$ cat src/dctom_pkg.sv
// Package with constants and types shared by the torque-off monitor files.
package dctom_pkg;

   // ****************************************************************
   // Timing
   // ****************************************************************
   localparam int unsigned CLK_HZ = 125_000_000;
   localparam int unsigned PULSE_IGNORE_US = 2_000;
   localparam int unsigned DETECT_MIN_MS = 1_600;
   localparam int unsigned DETECT_MAX_MS = 3_000;
   localparam int unsigned DETECT_SET_MS = 2_300;
   // The pulse-ignore and detect set times convert to cycles through truncated whole cycles per microsecond or millisecond.
   localparam int unsigned PULSE_IGNORE_CYC = (PULSE_IGNORE_US * (CLK_HZ / 1_000_000));
   localparam int unsigned DETECT_SET_CYC = DETECT_SET_MS * (CLK_HZ / 1_000);
   localparam int unsigned CNT_W = 32;

   // ****************************************************************
   // Register map
   // ****************************************************************
   localparam logic [7:0] REG_CTRL = 8'h00;
   localparam logic [7:0] REG_STATUS = 8'h04;
   localparam logic [7:0] REG_IRQ_STAT = 8'h08;
   localparam logic [7:0] REG_IRQ_MASK = 8'h0C;
   localparam logic [7:0] REG_MISMATCH_CNT = 8'h10;
   localparam logic [31:0] CTRL_RESET = 32'h0000_0000;
   localparam logic [31:0] MASK_RESET = 32'h0000_0000;
   localparam logic [31:0] UNMAPPED_DATA = 32'h0000_0000;

   // Control fields.
   localparam int unsigned CTRL_RUN_BIT = 0;
   localparam int unsigned CTRL_FAULT_INJ_BIT = 1;

   // Status fields.
   localparam int unsigned ST_CHA_BIT = 0;
   localparam int unsigned ST_CHB_BIT = 1;
   localparam int unsigned ST_SAFE_BIT = 2;
   localparam int unsigned ST_TRIP_BIT = 3;
   localparam int unsigned ST_MISMATCH_BIT = 4;
   localparam int unsigned ST_LATCHED_BIT = 5;
   localparam int unsigned ST_PERMIT_BIT = 6;
   localparam int unsigned ST_POWER_BIT = 7;

   // Interrupt fields, shared by status and mask.
   localparam int unsigned IRQ_W = 3;
   localparam int unsigned IRQ_TRIP_BIT = 0;
   localparam int unsigned IRQ_MISMATCH_BIT = 1;
   localparam int unsigned IRQ_LATCHED_BIT = 2;

   // ****************************************************************
   // Types
   // ****************************************************************
   typedef enum logic [1:0] {
      DCTOM_SAFE,
      DCTOM_RUN,
      DCTOM_MISMATCH,
      DCTOM_LATCHED
   } dctom_state_t;

endpackage : dctom_pkg

$ cat src/dctom_chan_if.sv
// Interface carrying raw and filtered stop channels between filter and monitor.
interface dctom_chan_if;
   logic [1:0] raw;
   logic [1:0] filt;

   modport filter (
      input raw,
      output filt
   );

   modport monitor (
      output raw,
      input filt
   );
endinterface : dctom_chan_if

$ cat src/dctom_stop_filter.sv
// Per-channel filter that hides short low-going test pulses.
module dctom_stop_filter
   import dctom_pkg::*;
#(
   parameter int unsigned FILT_CYC = PULSE_IGNORE_CYC
) (
   // Clock and reset
   input wire logic clk_i,
   input wire logic rst_i,
   // Channels
   dctom_chan_if.filter ch
);

   // ****************************************************************
   // Low-pulse rejection
   // ****************************************************************
   // A high level passes at once; a low level passes only after it has
   // stood for the full window, so test pulses never reach the monitor.
   genvar g;
   generate
      for (g = 0; g < 2; g++) begin : g_chan
         logic [CNT_W-1:0] cnt_reg;
         logic [CNT_W-1:0] cnt_next;
         logic filt_reg;
         logic filt_next;

         always_comb begin
            cnt_next = cnt_reg;
            filt_next = filt_reg;
            if (ch.raw[g]) begin
               cnt_next = '0;
               filt_next = 1'b1;
            end else if (filt_reg) begin
               if (cnt_reg >= CNT_W'(FILT_CYC - 1)) begin
                  filt_next = 1'b0;
                  cnt_next = '0;
               end else begin
                  cnt_next = cnt_reg + CNT_W'(1);
               end
            end
         end

         always_ff @(posedge clk_i) begin
            if (rst_i) begin
               cnt_reg <= '0;
               filt_reg <= 1'b0;
            end else begin
               cnt_reg <= cnt_next;
               filt_reg <= filt_next;
            end
         end

         assign ch.filt[g] = filt_reg;
      end
   endgenerate

endmodule : dctom_stop_filter

$ cat src/dctom_monitor.sv
// Dual-channel torque-off monitor with Wishbone registers and interrupt.
module dctom_monitor
   import dctom_pkg::*;
#(
   parameter int unsigned FILT_CYC = PULSE_IGNORE_CYC,
   parameter int unsigned DETECT_CYC = DETECT_SET_CYC
) (
   // Clock and power-on reset
   input wire logic clk_i,
   input wire logic rst_i,
   // Wishbone slave
   input wire logic wb_cyc_i,
   input wire logic wb_stb_i,
   input wire logic wb_we_i,
   input wire logic [7:0] wb_adr_i,
   input wire logic [3:0] wb_sel_i,
   input wire logic [31:0] wb_dat_i,
   output logic [31:0] wb_dat_o,
   output logic wb_ack_o,
   // Safety channels and internal self-check
   input wire logic channel_a_stop_input_i,
   input wire logic channel_b_stop_input_i,
   input wire logic internal_fault_i,
   // Drive control
   output logic power_enable_o,
   output logic start_block_o,
   output logic trip_o,
   output logic latched_fault_o,
   // Isolated status relay, on means safe state
   output logic safe_status_output_pos_o,
   output logic safe_status_output_neg_o,
   // Interrupt
   output logic irq_o
);

   // ****************************************************************
   // Helpers
   // ****************************************************************
   function automatic logic hit(input logic [7:0] adr, input logic [7:0] off);
      hit = (adr == off);
   endfunction : hit

   function automatic logic [31:0] merge(input logic [31:0] old, input logic [31:0] dat,
                                         input logic [3:0] sel);
      logic [31:0] r;
      r = old;
      for (int i = 0; i < 4; i++) begin
         if (sel[i]) begin
            r[i*8 +: 8] = dat[i*8 +: 8];
         end
      end
      merge = r;
   endfunction : merge

   // ****************************************************************
   // Channel filtering
   // ****************************************************************
   dctom_chan_if chan ();

   assign chan.raw = {channel_b_stop_input_i, channel_a_stop_input_i};

   dctom_stop_filter #(
      .FILT_CYC(FILT_CYC)
   ) u_filter (
      .clk_i(clk_i),
      .rst_i(rst_i),
      .ch(chan)
   );

   logic cha;
   logic chb;
   logic agree;
   assign cha = chan.filt[0];
   assign chb = chan.filt[1];
   assign agree = (cha == chb);

   // ****************************************************************
   // Bus access decode
   // ****************************************************************
   logic wb_req;
   logic wb_wr;
   assign wb_req = wb_cyc_i && wb_stb_i && !wb_ack_o;
   assign wb_wr = wb_req && wb_we_i;

   // ****************************************************************
   // Monitor state
   // ****************************************************************
   dctom_state_t state_reg;
   dctom_state_t state_next;
   logic [CNT_W-1:0] mm_cnt_reg;
   logic [CNT_W-1:0] mm_cnt_next;
   logic [31:0] ctrl_reg;
   logic [31:0] ctrl_next;
   logic internal_fault;

   // A forced fault from software exercises the same latch path as a
   // self-check failure, so the latch can be proven without a broken board.
   assign internal_fault = internal_fault_i || ctrl_reg[CTRL_FAULT_INJ_BIT];

   always_comb begin
      state_next = state_reg;
      mm_cnt_next = mm_cnt_reg;
      ctrl_next = ctrl_reg;
      if (wb_wr && hit(wb_adr_i, REG_CTRL)) begin
         ctrl_next = merge(ctrl_reg, wb_dat_i, wb_sel_i) & 32'h0000_0003;
      end
      case (state_reg)
         DCTOM_LATCHED: begin
            // No input combination leaves this state; only reset does.
            state_next = DCTOM_LATCHED;
            mm_cnt_next = mm_cnt_reg;
         end
         default: begin
            if (internal_fault) begin
               state_next = DCTOM_LATCHED;
            end else if (agree) begin
               mm_cnt_next = '0;
               state_next = cha ? DCTOM_RUN : DCTOM_SAFE;
            end else if (mm_cnt_reg >= CNT_W'(DETECT_CYC - 1)) begin
               state_next = DCTOM_LATCHED;
            end else begin
               mm_cnt_next = mm_cnt_reg + CNT_W'(1);
               state_next = DCTOM_MISMATCH;
            end
         end
      endcase
   end

   always_ff @(posedge clk_i) begin
      if (rst_i) begin
         state_reg <= DCTOM_SAFE;
         mm_cnt_reg <= '0;
         ctrl_reg <= CTRL_RESET;
      end else begin
         state_reg <= state_next;
         mm_cnt_reg <= mm_cnt_next;
         ctrl_reg <= ctrl_next;
      end
   end

   // ****************************************************************
   // Drive outputs
   // ****************************************************************
   logic permit;
   logic safe_on;
   logic power_next;
   logic trip_next;
   logic block_next;
   logic safe_next;
   logic latched_next;
   logic power_reg;
   logic trip_reg;
   logic block_reg;
   logic safe_reg;
   logic latched_reg;

   assign permit = (state_reg == DCTOM_RUN);
   assign safe_on = (state_reg == DCTOM_SAFE);

   always_comb begin
      power_next = permit && ctrl_reg[CTRL_RUN_BIT];
      block_next = !permit;
      trip_next = !permit;
      safe_next = safe_on;
      latched_next = (state_reg == DCTOM_LATCHED);
   end

   always_ff @(posedge clk_i) begin
      if (rst_i) begin
         // Held in the unpowered state: no motor power, relay open.
         power_reg <= 1'b0;
         block_reg <= 1'b1;
         trip_reg <= 1'b0;
         safe_reg <= 1'b0;
         latched_reg <= 1'b0;
      end else begin
         power_reg <= power_next;
         block_reg <= block_next;
         trip_reg <= trip_next;
         safe_reg <= safe_next;
         latched_reg <= latched_next;
      end
   end

   assign power_enable_o = power_reg;
   assign start_block_o = block_reg;
   assign trip_o = trip_reg;
   assign latched_fault_o = latched_reg;
   assign safe_status_output_pos_o = safe_reg;
   assign safe_status_output_neg_o = !safe_reg;

   // ****************************************************************
   // Interrupt status and mask
   // ****************************************************************
   logic [IRQ_W-1:0] irq_stat_reg;
   logic [IRQ_W-1:0] irq_stat_next;
   logic [IRQ_W-1:0] irq_mask_reg;
   logic [IRQ_W-1:0] irq_mask_next;
   logic [IRQ_W-1:0] events;
   logic [IRQ_W-1:0] w1c;

   always_comb begin
      events = '0;
      events[IRQ_TRIP_BIT] = trip_next && !trip_reg;
      events[IRQ_MISMATCH_BIT] = (state_next == DCTOM_MISMATCH) && (state_reg != DCTOM_MISMATCH);
      events[IRQ_LATCHED_BIT] = latched_next && !latched_reg;
      w1c = '0;
      if (wb_wr && hit(wb_adr_i, REG_IRQ_STAT) && wb_sel_i[0]) begin
         w1c = wb_dat_i[IRQ_W-1:0];
      end
      // A new event in the clearing cycle survives the clear.
      irq_stat_next = (irq_stat_reg & ~w1c) | events;
      irq_mask_next = irq_mask_reg;
      if (wb_wr && hit(wb_adr_i, REG_IRQ_MASK) && wb_sel_i[0]) begin
         irq_mask_next = wb_dat_i[IRQ_W-1:0];
      end
   end

   always_ff @(posedge clk_i) begin
      if (rst_i) begin
         irq_stat_reg <= '0;
         irq_mask_reg <= MASK_RESET[IRQ_W-1:0];
      end else begin
         irq_stat_reg <= irq_stat_next;
         irq_mask_reg <= irq_mask_next;
      end
   end

   assign irq_o = |(irq_stat_reg & irq_mask_reg);

   // ****************************************************************
   // Wishbone answer
   // ****************************************************************
   logic [31:0] status_word;
   logic [31:0] rd_data;
   logic [31:0] dat_reg;
   logic [31:0] dat_next;
   logic ack_reg;
   logic ack_next;

   always_comb begin
      status_word = '0;
      status_word[ST_CHA_BIT] = cha;
      status_word[ST_CHB_BIT] = chb;
      status_word[ST_SAFE_BIT] = safe_reg;
      status_word[ST_TRIP_BIT] = trip_reg;
      status_word[ST_MISMATCH_BIT] = (state_reg == DCTOM_MISMATCH);
      status_word[ST_LATCHED_BIT] = latched_reg;
      status_word[ST_PERMIT_BIT] = permit;
      status_word[ST_POWER_BIT] = power_reg;
      if (hit(wb_adr_i, REG_CTRL)) begin
         rd_data = ctrl_reg;
      end else if (hit(wb_adr_i, REG_STATUS)) begin
         rd_data = status_word;
      end else if (hit(wb_adr_i, REG_IRQ_STAT)) begin
         rd_data = {{(32-IRQ_W){1'b0}}, irq_stat_reg};
      end else if (hit(wb_adr_i, REG_IRQ_MASK)) begin
         rd_data = {{(32-IRQ_W){1'b0}}, irq_mask_reg};
      end else if (hit(wb_adr_i, REG_MISMATCH_CNT)) begin
         rd_data = mm_cnt_reg;
      end else begin
         rd_data = UNMAPPED_DATA;
      end
      ack_next = wb_req;
      dat_next = dat_reg;
      if (wb_req && !wb_we_i) begin
         dat_next = rd_data;
      end
   end

   always_ff @(posedge clk_i) begin
      if (rst_i) begin
         ack_reg <= 1'b0;
         dat_reg <= '0;
      end else begin
         ack_reg <= ack_next;
         dat_reg <= dat_next;
      end
   end

   assign wb_ack_o = ack_reg;
   assign wb_dat_o = dat_reg;

endmodule : dctom_monitor

$ cat config.mk
export PLATFORM = sky130hd
export DESIGN_NAME = dctom_monitor
export DESIGN_NICKNAME = d
export VERILOG_FILES = /design/src/dctom_pkg.sv /design/src/dctom_chan_if.sv /design/src/dctom_stop_filter.sv /design/src/dctom_monitor.sv
export SDC_FILE = /design/constraint.sdc
export NUM_CORES = 1
export LEC_CHECK = 0
export BUFFER_PORTS_ARGS = -buffer_cell sky130_fd_sc_hd__buf_4
export CAP_MARGIN = 20
export CORE_UTILIZATION = 61
export DETAILED_ROUTE_END_ITERATION = 12
export PLACE_DENSITY = 0.94
export SYNTH_ARGS = -nofsm -noshare
export SYNTH_HDL_FRONTEND = slang
export SYNTH_SLANG_ARGS = --single-unit
$ cat constraint.sdc
create_clock -name clk_i -period 4.15 [get_ports clk_i]
set_clock_uncertainty 0.1 [all_clocks]
set_input_delay 0.83 -clock clk_i [delete_from_list [all_inputs] [get_ports clk_i]]
set_output_delay 0.83 -clock clk_i [all_outputs]
set_load 0.02 [all_outputs]
# == Word-level counts from Yosys, hierarchy flattened ==
# Index checks and enable logic that the tools add are counted.
# Widths: inputs -> output; s select.
# totals
ff_bits,146
word_cells,87
output_inout_bits,40
in_bits,52
# classes
n_bitwise,6
order_cmp,3
n_reduce_logical,27
n_eq_ne,11
n_mux,21
addsub,3
# ops
operator,count
$mux 32,9
$add 32x1->32 const B,3
$ge 32x18->1 const B,2
$ge 32x29->1 const B,1
$eq 8x4->1 const B,2
$logic_and 1x1->1,13
$eq 8x3->1 const B,1
$eq 8x5->1 const B,1
$logic_not 8->1,1
$mux 1,8
$and 3x3->3,2
$eq 2x2->1 const B,3
$logic_not 1->1,6
$mux 2,3
$ne 2x2->1 const B,2
$reduce_or 2->1,2
$mux 3,1
$not 3->3,1
$or 3x3->3,1
$reduce_and 3->1,1
$reduce_or 3->1,1
$eq 2x1->1 const B,1
$logic_not 2->1,1
$not 1->1,2
3 further kinds,3

# == Logic depth before layout (Yosys ltp) ==
# Gate-level depths: netlist of the first run.
# logic_depth
ltp_word,9
mapped_depth,9

# == By module ==
# Synthesis of the first run repeated with hierarchy kept, for this count alone.
# hier_totals
hier_cells,745
area_unflattened_um2,6383.6
# by_module_without_submodules
module,area_per_inst_um2,cells_per_inst,n_inst
dctom_monitor,3539.6,436,1
dctom_stop_filter,2844.0,309,1

# == Worst setup path before layout of the first run ==
# Ideal clock, no wire load.
# synth_timing
path_kind,in2reg
start,input port internal_fault_i
end,register mm_cnt_reg[16]
path_stages,6
t_arrival_ns,2.627
required_ns,3.980
setup_time_ns,0.070
n_path_buf,0
slack_ns,1.353
path_cell_list,a211o_1 -> or3_4 -> a2111oi_4 -> nand2_4 -> or3_1 -> a21oi_1
# synth_via
elab_chain_cells,3
# synth_lines
element,line_no,source
start: declaration,dctom_monitor.sv:23,"input wire logic internal_fault_i,"
$logic_or 1x1->1,dctom_monitor.sv:98,assign internal_fault = internal_fault_i || ctrl_reg[CTRL_FAULT_INJ_BIT];
$not 1->1 (no source line),n/a,
$reduce_and 3->1 (no source line),n/a,
end signal: assignment,dctom_monitor.sv:136,mm_cnt_reg <= mm_cnt_next;
end: declaration,dctom_monitor.sv:90,logic [CNT_W-1:0] mm_cnt_reg;
# No other way between the ends.
# A chain may end at the register's enable or synchronous reset.

==> metrics.txt, run 1 <==
commonest cells in the netlist=146 x dfxtp_1, 72 x nor2_1, 67 x nand2_1; CTS tree=yes; max cap viols=0; Hold Crit Class=reg -> reg; Finished Cell Area=7372 um2; post-synth cell types=55; number of global-route vias before repair=5,551; Clock Pin Slew Worst Setup and Hold Paths=60 ps; postcts setup bufs=0; full die area=10,650 um2; htree depth=4; clk sinks=146; Buf/Inv on CP=0; drt drc=0; RePlAce Congestion=0.8621; most used flip-flop cell after synthesis=dfxtp_1; RSZ-0062 raised after global routing=no; Yosys reg bits=146; max reg flops=64; n_diodes=0; CTS Hold Bufs=0; die width=103.2 um; largest net degree at the start of global routing=57; PostCTS Resize Cnt=0; final slew viol count=0; Worst EP arrival=3140 ps; layout cells sized above 1=14.58%; CP required=4510 ps; clock period minus worst slack=2778 ps; total grt overflow=0; crit start category=flop; Worst Tran Pin Value=1086 ps; Die Y=103.2 um; worst hold slack=351.8 ps; pwr dens=426.9 nW/um2; DR iter-0 viols=486; Mapped Nets=787; Routed WL=15,860 um; Crit Path Max Fanout=13; P_leak=2.821 nW; clock latency on the worst-skew pair=540 ps; area delta synth->final=17.96%; DP Wirelength=10,050 um; status=finished, final reports clean; EDFF count, synth=0; row cnt=36; Vias/cell=6.239; CP top delay family=simple AND/OR/NAND/NOR gates; count leader, synth=dfxtp_1; highest clock rate=0.3600 GHz; Starting Density=63.36%; CTS Buffer Depth=2; CTS buffer count=17; critical path, cell by cell=nor4b_1 -> nand4_1 -> or2_2 -> nor2_1 -> o21ai_0 -> a31oi_1; largest stage delay on the critical path=630 ps; Yosys warnings=0; Root Driver=clkbuf_8; Vias=5,752; Pre-antenna DRT Iters=6; # IOs=92; post-route ant nets=0; Tcrit/Tclk final=66.94%; Synth Instances=732; Synth async-reset ratio=0%; CP endpoint kind=flop; I/O Buffers=59; Layout Nets=833; Crit Path Class=reg -> reg; DR WL/cell=17.20 um; All-Layer GR Usage=31.64%; top post-synthesis cells by area=dfxtp_1 47%, nand3_1 5.1%, a21oi_1 4.5%; top cell type's share of synthesized area=46.77%; post-synthesis sequential area ratio=46.77%; slowest CP cell=nor2_1; Sum Neg Setup Slack=0 ps; core area=9864 um2; Slew HR=27.33%; initial antenna violation count=0; largest area contributor in the synthesized netlist=dfxtp_1; maximum ir drop on the vdd rail=0.0004433 V; first-pass GRT wire length=25,830 um; Avg Cell Area, Syn=8.538 um2; endpoints failing setup=0; Cell Area, Synth=6250 um2; placed cell areas=6760 um2; Final Hold Viols=0
==> stage by stage <==
stage | power, mW | std cells | worst slack [ps] | util, %
4_1_cts | 3.153 | 922 | 1357 | 74.73
3_5_place_dp | 1.588 | 892 | 980.9 | 68.53
2_1_floorplan | 1.541 | 732 | 1353 | -
3_3_place_gp | 1.580 | 892 | 1021 | 68.53
5_1_grt | 3.233 | 922 | 1062 | 74.73
6_report | 3.147 | 922 | 1372 | 74.73
==> area by class of cell <==
class	instances	area [um2]
multi-input combinational	539	3153
inverter	10	37.54
clock inverter	10	156.4
clock buffer	20	455.4
timing repair buffer	64	480.5
sequential	146	2923
fill	646	2492
tap	133	166.4
==> worst paths after layout <==
check / startpoint / to / slack (ps) / cells after the start
worst max-delay path: u_filter.g_chan[1].filt_reg / u_filter.g_chan[1].cnt_reg[7] / 1370 / 6
worst min-delay path: wb_dat_o[12] / wb_dat_o[12] / 350 / 2
worst max register to register: u_filter.g_chan[1].filt_reg / u_filter.g_chan[1].cnt_reg[7] / 1370 / 6
worst min register to register: wb_dat_o[12] / wb_dat_o[12] / 350 / 2
==> cell families (layout without fill, tap and decap cells) <==
kind of cell,count (synthesis),count (layout),share of synthesized area [%]
AO/OA/AOI/OAI,135,135,14.25
XOR/XNOR,32,32,4.485
adder cells (fa/ha/maj),3,3,0.6007
buffers and inverters,47,104,2.903
flip-flops,146,146,46.77
multiplexers,9,9,1.482
AND/OR/NAND/NOR,360,360,29.51
==> tightest hold or removal path, cell delays in order, from the launching register on <==
cell,delay [ps]
dfxtp_1,310
nand2_1,50
a21oi_1,50
==> power breakdown <==
group,total (mW),switching [mW],internal (mW)
registers,1.43,0.0174,1.41
logic,0.134,0.0879,0.0461
clock network,1.58,0.567,1.01
total,3.15,0.672,2.48
==> placed cells by master (no fill, tap or decap), types with 4 or more instances in the layout <==
cell and instances:
nor2_1 71, or2_2 11, nand3b_1 4, a211oi_1 5
and2_1 40, nand4_1 18, a21oi_1 56, clkbuf_16 16
xnor2_1 6, a31oi_1 17, xor2_1 26, nand2b_1 7
nand2_1 67, or3_1 10, a22oi_1 5, and3_1 21
mux2i_1 7, nor3_1 21, dfxtp_1 146, inv_1 10
bufinv_16 4, a221o_1 4, nor4_1 7, clkinv_2 4
a22o_1 8, o21ai_0 18, clkbuf_8 4, nand3_1 64
buf_4 64
==> metal layers <==
layer	share of wire, %	global-route usage [%]	wire [um]
met1	39	35.94	6245
met2	51	54.05	8020
met4	2.4	15.93	387
met5	0	0	0
met3	7.6	9.677	1209
(Power assumes the default switching activity.)
==> run 2, diff against run 1 <==
- CORE_UTILIZATION: 61 -> 51
- PLACE_DENSITY: 0.94 -> 0.85
- clock period: 4.15 -> 2.5 ns (I/O delays scaled with it)
==> run 2 against run 1 <==
- sequential power up 66%
- critical path type unchanged
- non-clock buffer count up 29
- worst setup slack worse by 1300 ps
- highest routed layer unchanged
- critical endpoint is now mm_cnt_reg[16]
- first-iteration DRC count down 40%
- final area up 2.9%
==> metrics.txt, run 2 (synthesis results as in run 1) <==
postcts setup bufs=0 (unchanged); first-pass GRT wire length=23,260 um (was 25,830 um); RePlAce Congestion=0.8887 (was 0.8621); Hold Crit Start=wb_dat_i[2] (was wb_dat_o[12]); Worst EP arrival=2690 ps (was 3140 ps); critical path, cell by cell=or3_1 -> or3_4 -> a2111oi_4 -> buf_4 -> nand2_4 -> or3_1 -> a21oi_1 (was nor4b_1 -> nand4_1 -> or2_2 -> nor2_1 -> o21ai_0 -> a31oi_1); endpoints failing setup=0 (unchanged); full die area=12,700 um2 (was 10,650 um2); drt drc=0 (unchanged); post-route ant nets=0 (unchanged); largest net degree at the start of global routing=34 (was 57); Layout Nets=862 (was 833); post-layout util=63.42% (was 74.73%); final slew viol count=0 (unchanged); Tcrit/Tclk final=97.86% (was 66.94%); hold path cells=3 (was 2); crit start category=flop (unchanged); CP endpoint kind=flop (unchanged); Critical Path Source=mm_cnt_reg[31] (was u_filter.g_chan[1].filt_reg); # IOs=92 (unchanged); initial antenna violation count=0 (unchanged); Root Driver=clkbuf_16 (was clkbuf_8); worst r2r src=mm_cnt_reg[31] (was u_filter.g_chan[1].filt_reg); clock latency on the worst-skew pair=410 ps (was 540 ps); CTS tree=yes (unchanged); Final Hold Viols=0 (unchanged); core area=11,960 um2 (was 9864 um2); clk sinks=146 (unchanged); status=finished, final reports clean (unchanged); hold worst-path end=irq_mask_reg[2] (was wb_dat_o[12]); largest stage delay on the critical path=450 ps (was 630 ps); DP Wirelength=9518 um (was 10,050 um); Sum Neg Setup Slack=0 ps (unchanged); max cap viols=0 (unchanged); Finished Cell Area=7586 um2 (was 7372 um2); maximum ir drop on the vdd rail=0.0004588 V (was 0.0004433 V); row cnt=40 (was 36); commonest non-fill, non-tap cell in the layout=dfxtp_1 (unchanged); max reg flops=64 (unchanged); Vias/cell=5.804 (was 6.239); CP dominant cell by count=or3_1; CP required=2750 ps (was 4510 ps); P_leak=2.948 nW (was 2.821 nW); Buf/Inv on CP=1 (was 0); number of global-route vias before repair=5,025 (was 5,551); clock period minus worst slack=2447 ps (was 2778 ps); pwr dens=666.5 nW/um2 (was 426.9 nW/um2); layout cells sized above 1=17.95% (was 14.58%); Pre-antenna DRT Iters=6 (unchanged); RSZ-0062 raised after global routing=no (unchanged); Routed WL=14,020 um (was 15,860 um); Vias=5,607 (was 5,752); reg2reg setup slack=50 ps (was 1370 ps); Starting Density=52.25% (was 63.36%); Worst Tran Pin Value=819.8 ps (was 1086 ps); Crit Path Max Fanout=5 (was 13); Worst R2R End=mm_cnt_reg[16] (was u_filter.g_chan[1].cnt_reg[7]); R2R cell count=7 (was 6); total grt overflow=0 (unchanged); slowest CP cell=or3_1 (was nor2_1); placed cell areas=6995 um2 (was 6760 um2); area delta synth->final=21.38% (was 17.96%); I/O Buffers=59 (unchanged); Die Y=112.7 um (was 103.2 um); CP top delay family=simple AND/OR/NAND/NOR gates (unchanged); CTS Buffer Depth=2 (unchanged); Total Power=5.056 mW (was 3.147 mW); highest clock rate=0.4087 GHz (was 0.3600 GHz); die width=112.7 um (was 103.2 um); Crit Path Class=reg -> reg (unchanged); most frequent cells in the layout=146 x dfxtp_1, 92 x buf_4, 71 x nor2_1 (was 146 x dfxtp_1, 71 x nor2_1, 67 x nand2_1); DR iter-0 viols=291 (was 486); Hold Crit Class=in -> reg (was reg -> reg); CTS buffer count=17 (unchanged); Slew HR=45.35% (was 27.33%); n_diodes=0 (unchanged); htree depth=4 (unchanged); All-Layer GR Usage=22.69% (was 31.64%); DR WL/cell=14.52 um (was 17.20 um); Clock Pin Slew Worst Setup and Hold Paths=60 ps (about the same)
run 2: cell types whose count changed in the layout (fill, tap and decap cells not counted):
cell | before | now
buf_4 | 64 | 92
clkinvlp_4 | 1 | 5
clkbuf_8 | 4 | 1
bufinv_16 | 4 | 2
buf_6 | 0 | 1
clkbuf_16 | 16 | 17
inv_6 | 1 | 2
nor3_1 | 21 | 20
nor3_2 | 1 | 2
o41ai_1 | 1 | 0
o41ai_2 | 0 | 1
run 2: report_power, final:
group          leakage (nW)  total, mW  switching [mW]  internal, mW
Clock                 0.270       2.45           0.960          1.49
Combinational          1.50      0.245           0.151        0.0932
Sequential             1.18       2.37          0.0188          2.35
run 2: worst max path at each step:
stage,endpoint,slack [ps],depth (start not counted)
floorplan,mm_cnt_reg[16],30,6
global placement,mm_cnt_reg[16],-60,8
detailed placement,mm_cnt_reg[16],-90,8
CTS,mm_cnt_reg[16],70,7
global route,mm_cnt_reg[16],2,7
finish,mm_cnt_reg[16],50,7
run 2: worst register-to-register path, cell delays in order, from the launching register on:
cell       delay (ps)
dfxtp_1           330
or3_1             450
or3_4             430
a2111oi_4         320
buf_4             200
nand2_4            70
or3_1             340
a21oi_1           140
run 2: per-stage QoR:
| stage | setup WS [ps] | hold slack [ps] | cells |
|---|---|---|---|
| 2_1_floorplan | 33.02 | 322.5 | 732 |
| 5_1_grt | 1.855 | 235.8 | 966 |
| 4_1_cts | 68.50 | 224.6 | 966 |
| 6_report | 53.44 | 234.0 | 966 |
| 3_3_place_gp | -64.33 | 336.6 | 935 |
| 3_5_place_dp | -91.10 | 344.0 | 935 |
run 2: area by class of cell:
| cell class | count | area (um2) |
|---|---|---|
| Fill cell | 984 | 4375 |
| Multi-Input combinational cell | 539 | 3166 |
| Sequential cell | 146 | 2923 |
| Timing Repair Buffer | 93 | 701.9 |
| Clock buffer | 18 | 439.2 |
| Tap cell | 147 | 183.9 |
| Clock inverter | 13 | 135.1 |
| Inverter | 10 | 37.54 |
run 2: routing by layer:
| metal | global-route usage (%) | vias to the layer above | wire, um |
|---|---|---|---|
| li1 | - | 2763 | - |
| met1 | 31.01 | 2626 | 6687 |
| met2 | 35.31 | 195 | 6346 |
| met3 | 5.035 | 23 | 768 |
| met4 | 8.267 | 0 | 221 |
| met5 | 0 | - | 0 |
run 2: timing repair:
item / in CTS / in global routing
resized for setup: 0 / 3
hold buffers: 0 / 0
endpoints found under the setup margin: 0 / 3
==> run 3, diff against run 2 <==
- SYNTH_HIERARCHICAL: not set -> 1
==> run 3 against run 2 <==
- sequential share of layout area decreased by 2.3 points
- maximum frequency decreased by 4.7%
- worst hold slack got worse by 9.2 ps
- final cell count increased by 5.4%
- synthesized area increased by 2.1%
- critical path depth unchanged
- critical endpoint is now mm_cnt_reg[22]
- core utilization increased by 3.3 points
- total power increased by 1.1%
- register-to-register slack got worse by 120 ps
- final area increased by 6.5%
- synthesized cell count increased by 1.8%
- the flow now finishes with violations (negative setup slack)
- clock-buffer cell count unchanged
==> metrics.txt, run 3 <==
maximum ir drop on the vdd rail=0.0004706 V (was 0.0004588 V); hold worst-path end=u_filter/g_chan[1].filt_reg (was irq_mask_reg[2]); final slew viol count=0 (unchanged); combinational share of power=6.5% (was 4.8%); slowest CP cell=or4_4 (was or3_1); post-route ant nets=0 (unchanged); CP dominant cell by count=or4_4 (was or3_1); status=finished with violations (was finished, final reports clean); top cell type's share of synthesized area=45.79% (was 46.77%); commonest cells in the netlist=146 x dfxtp_1, 74 x nand2_1, 62 x a21oi_1 (was 146 x dfxtp_1, 72 x nor2_1, 67 x nand2_1); Worst EP arrival=2820 ps (was 2690 ps); area delta synth->final=26.56% (was 21.38%); Final Hold Viols=0 (unchanged); Total Power=5.110 mW (was 5.056 mW); Yosys warnings=6 (was 0); Clock Pin Slew Worst Setup and Hold Paths=60 ps (about the same); largest area contributor in the synthesized netlist=dfxtp_1 (unchanged); Internal=3.890 mW (was 3.926 mW); Worst Tran Pin Value=578.8 ps (was 819.8 ps); All-Layer GR Usage=25.55% (was 22.69%); initial antenna violation count=0 (unchanged); R2R cell count=7 (unchanged); RePlAce Congestion=0.8654 (was 0.8887); Cell Area, Synth=6384 um2 (was 6250 um2); Avg Cell Area, Syn=8.569 um2 (was 8.538 um2); max reg flops=64 (unchanged); most frequent cells in the layout=141 x dfxtp_1, 107 x buf_4, 74 x nand2_1 (was 146 x dfxtp_1, 92 x buf_4, 71 x nor2_1); failing checks=negative setup slack; sequential group share of total power=46.5% (was 46.8%); worst r2r src=mm_cnt_reg[23] (was mm_cnt_reg[31]); Hold Crit Class=in -> reg (unchanged); Routed WL=15,960 um (was 14,020 um); DR WL/cell=15.67 um (was 14.52 um); Slew HR=61.41% (was 45.35%); Crit Path Class=reg -> reg (unchanged); critical path, cell by cell=or4_4 -> or3_4 -> a221oi_4 -> a21oi_4 -> buf_12 -> or4_4 -> a21oi_2 (was or3_1 -> or3_4 -> a2111oi_4 -> buf_4 -> nand2_4 -> or3_1 -> a21oi_1); commonest non-fill, non-tap cell in the layout=dfxtp_1 (unchanged); endpoints failing setup=10 (was 0); Worst Slack Setup Final=-67.55 ps (was 53.44 ps); Vias/cell=5.856 (was 5.804); Mapped Nets=800 (was 787); DP Wirelength=10,630 um (was 9518 um); CTS Hold Bufs=0 (unchanged); pwr dens=632.4 nW/um2 (was 666.5 nW/um2); clock latency on the worst-skew pair=420 ps (was 410 ps); post-synthesis sequential area ratio=45.79% (was 46.77%); n_diodes=0 (unchanged); crit start category=flop (unchanged); worst hold slack=224.8 ps (was 234.0 ps); P_leak=2.990 nW (was 2.948 nW); DP Worst Slack=-136.7 ps (was -91.10 ps); die width=113.9 um (was 112.7 um); Psw=1.219 mW (was 1.131 mW); CP top delay family=simple AND/OR/NAND/NOR gates (unchanged); clk sinks=146 (unchanged); highest clock rate=0.3895 GHz (was 0.4087 GHz); Root Driver=clkbuf_16 (unchanged); largest net degree at the start of global routing=37 (was 34); Net Sw Frac=23.86% (was 22.36%); row cnt=40 (unchanged); layout cells sized above 1=23.53% (was 17.95%); Synth Instances=745 (was 732); top post-synthesis cells by area=dfxtp_1 46%, a21oi_1 4.9%, nand3_1 4.4% (was dfxtp_1 47%, nand3_1 5.1%, a21oi_1 4.5%); CP required=2760 ps (was 2750 ps); CTS buffer count=17 (unchanged); number of global-route vias before repair=5,722 (was 5,025); Die Y=113.9 um (was 112.7 um); Buf/Inv on CP=1 (unchanged); Tcrit/Tclk final=102.7% (was 97.86%); EDFF count, synth=0 (unchanged); Post-Layout Cell Count=1,018 (was 966); DR iter-0 viols=533 (was 291); Hold Crit Start=channel_b_stop_input_i (was wb_dat_i[2]); Starting Density=52.71% (was 52.25%); core area=12,110 um2 (was 11,960 um2); first-pass GRT wire length=26,320 um (was 23,260 um); I/O Buffers=59 (unchanged); full die area=12,970 um2 (was 12,700 um2); total grt overflow=0 (unchanged); part of the power in the clock network=47.1% (was 48.4%); Yosys reg bits=146 (unchanged); CTS Buffer Depth=2 (unchanged); reg2reg setup slack=-70 ps (was 50 ps); Crit Path Max Fanout=11 (was 5); hold path cells=3 (unchanged); Synth async-reset ratio=0% (unchanged); Layout Nets=892 (was 862); htree depth=4 (unchanged); Worst R2R End=mm_cnt_reg[22] (was mm_cnt_reg[16]); Pre-antenna DRT Iters=5 (was 6); count leader, synth=dfxtp_1 (unchanged); # IOs=92 (unchanged); Vias=5,961 (was 5,607); clock period minus worst slack=2568 ps (was 2447 ps); Sum Neg Setup Slack=-513.5 ps (was 0 ps); most used flip-flop cell after synthesis=dfxtp_1 (unchanged); RSZ-0062 raised after global routing=yes (was no); max cap viols=0 (unchanged); drt drc=0 (unchanged); Placed Cells=982 (was 935); CTS tree=yes (unchanged); post-synth cell types=65 (was 55); CP endpoint kind=flop (unchanged); number of fillers in the final layout=987 (was 984); largest stage delay on the critical path=530 ps (was 450 ps)
## run 3: layer usage
layer	track usage [%]	part of all wire, %
met5	0	0
met4	10.13	1.9
met3	7.386	5.3
met2	44.02	50
met1	29.91	43
## run 3: how the worst max path moves through the flow
stage	start	end	slack [ps]	depth (start not counted)
after CTS	mm_cnt_reg[23]	mm_cnt_reg[14]	-120	7
after global routing	mm_cnt_reg[23]	mm_cnt_reg[22]	-140	7
after detailed placement	mm_cnt_reg[23]	mm_cnt_reg[10]	-140	7
final	mm_cnt_reg[23]	mm_cnt_reg[22]	-70	7
after global placement	mm_cnt_reg[23]	mm_cnt_reg[10]	-60	7
after floorplan	mm_cnt_reg[23]	mm_cnt_reg[22]	-5	7
## run 3: timing repair
item	CTS	global route
buffers inserted	3	1
pin swaps	7	9
endpoints found under the hold margin	0	0
setup endpoints to repair	12	26
cloned	1	0
gates resized for setup	10	22
## run 3: kinds of logic (layout without fill, tap and decap cells)
logic type,after synthesis,after routing,share of synthesized area [%]
simple gates,361,361,30.28
compound gates,157,157,16.43
flops,146,146,45.79
buf+inv,55,160,3.489
xor+xnor,13,13,1.784
mux,10,10,1.646
fa+ha+maj,3,3,0.5881
## run 3: power by group through the flow
stage	Sequential, mW	Clock (mW)	Combinational, mW
floorplan	2.43	0	0.157
global placement	2.42	0	0.289
detailed placement	2.42	0	0.295
CTS	2.37	2.44	0.322
global route	2.38	2.56	0.357
finish	2.37	2.40	0.331
## run 3: layout make-up
type	count	area, um2	area share (%)
Sequential cell	146	2929	36.26
Timing Repair Buffer	113	918.4	11.37
Tap cell	168	210.2	2.602
Multi-Input combinational cell	544	3395	42.02
Clock inverter	14	131.4	1.626
Clock buffer	18	439.2	5.436
Inverter	15	56.30	0.6969
## run 3: worst reg2reg max path, cell delays in order (launching register included)
cell and delay [ps]:
dfxtp_2 320, or4_4 530, or3_4 350, a221oi_4 300
a21oi_4 120, buf_12 150, or4_4 510, a21oi_2 120
## run 3: per-stage QoR
stage / utilization, % / area [um2]
final: 66.70 / 8079
after global routing: 66.70 / 8079
after CTS: 65.96 / 7989
after detailed placement: 60.29 / 7302
after global placement: 60.29 / 7302
after floorplan: - / 6394
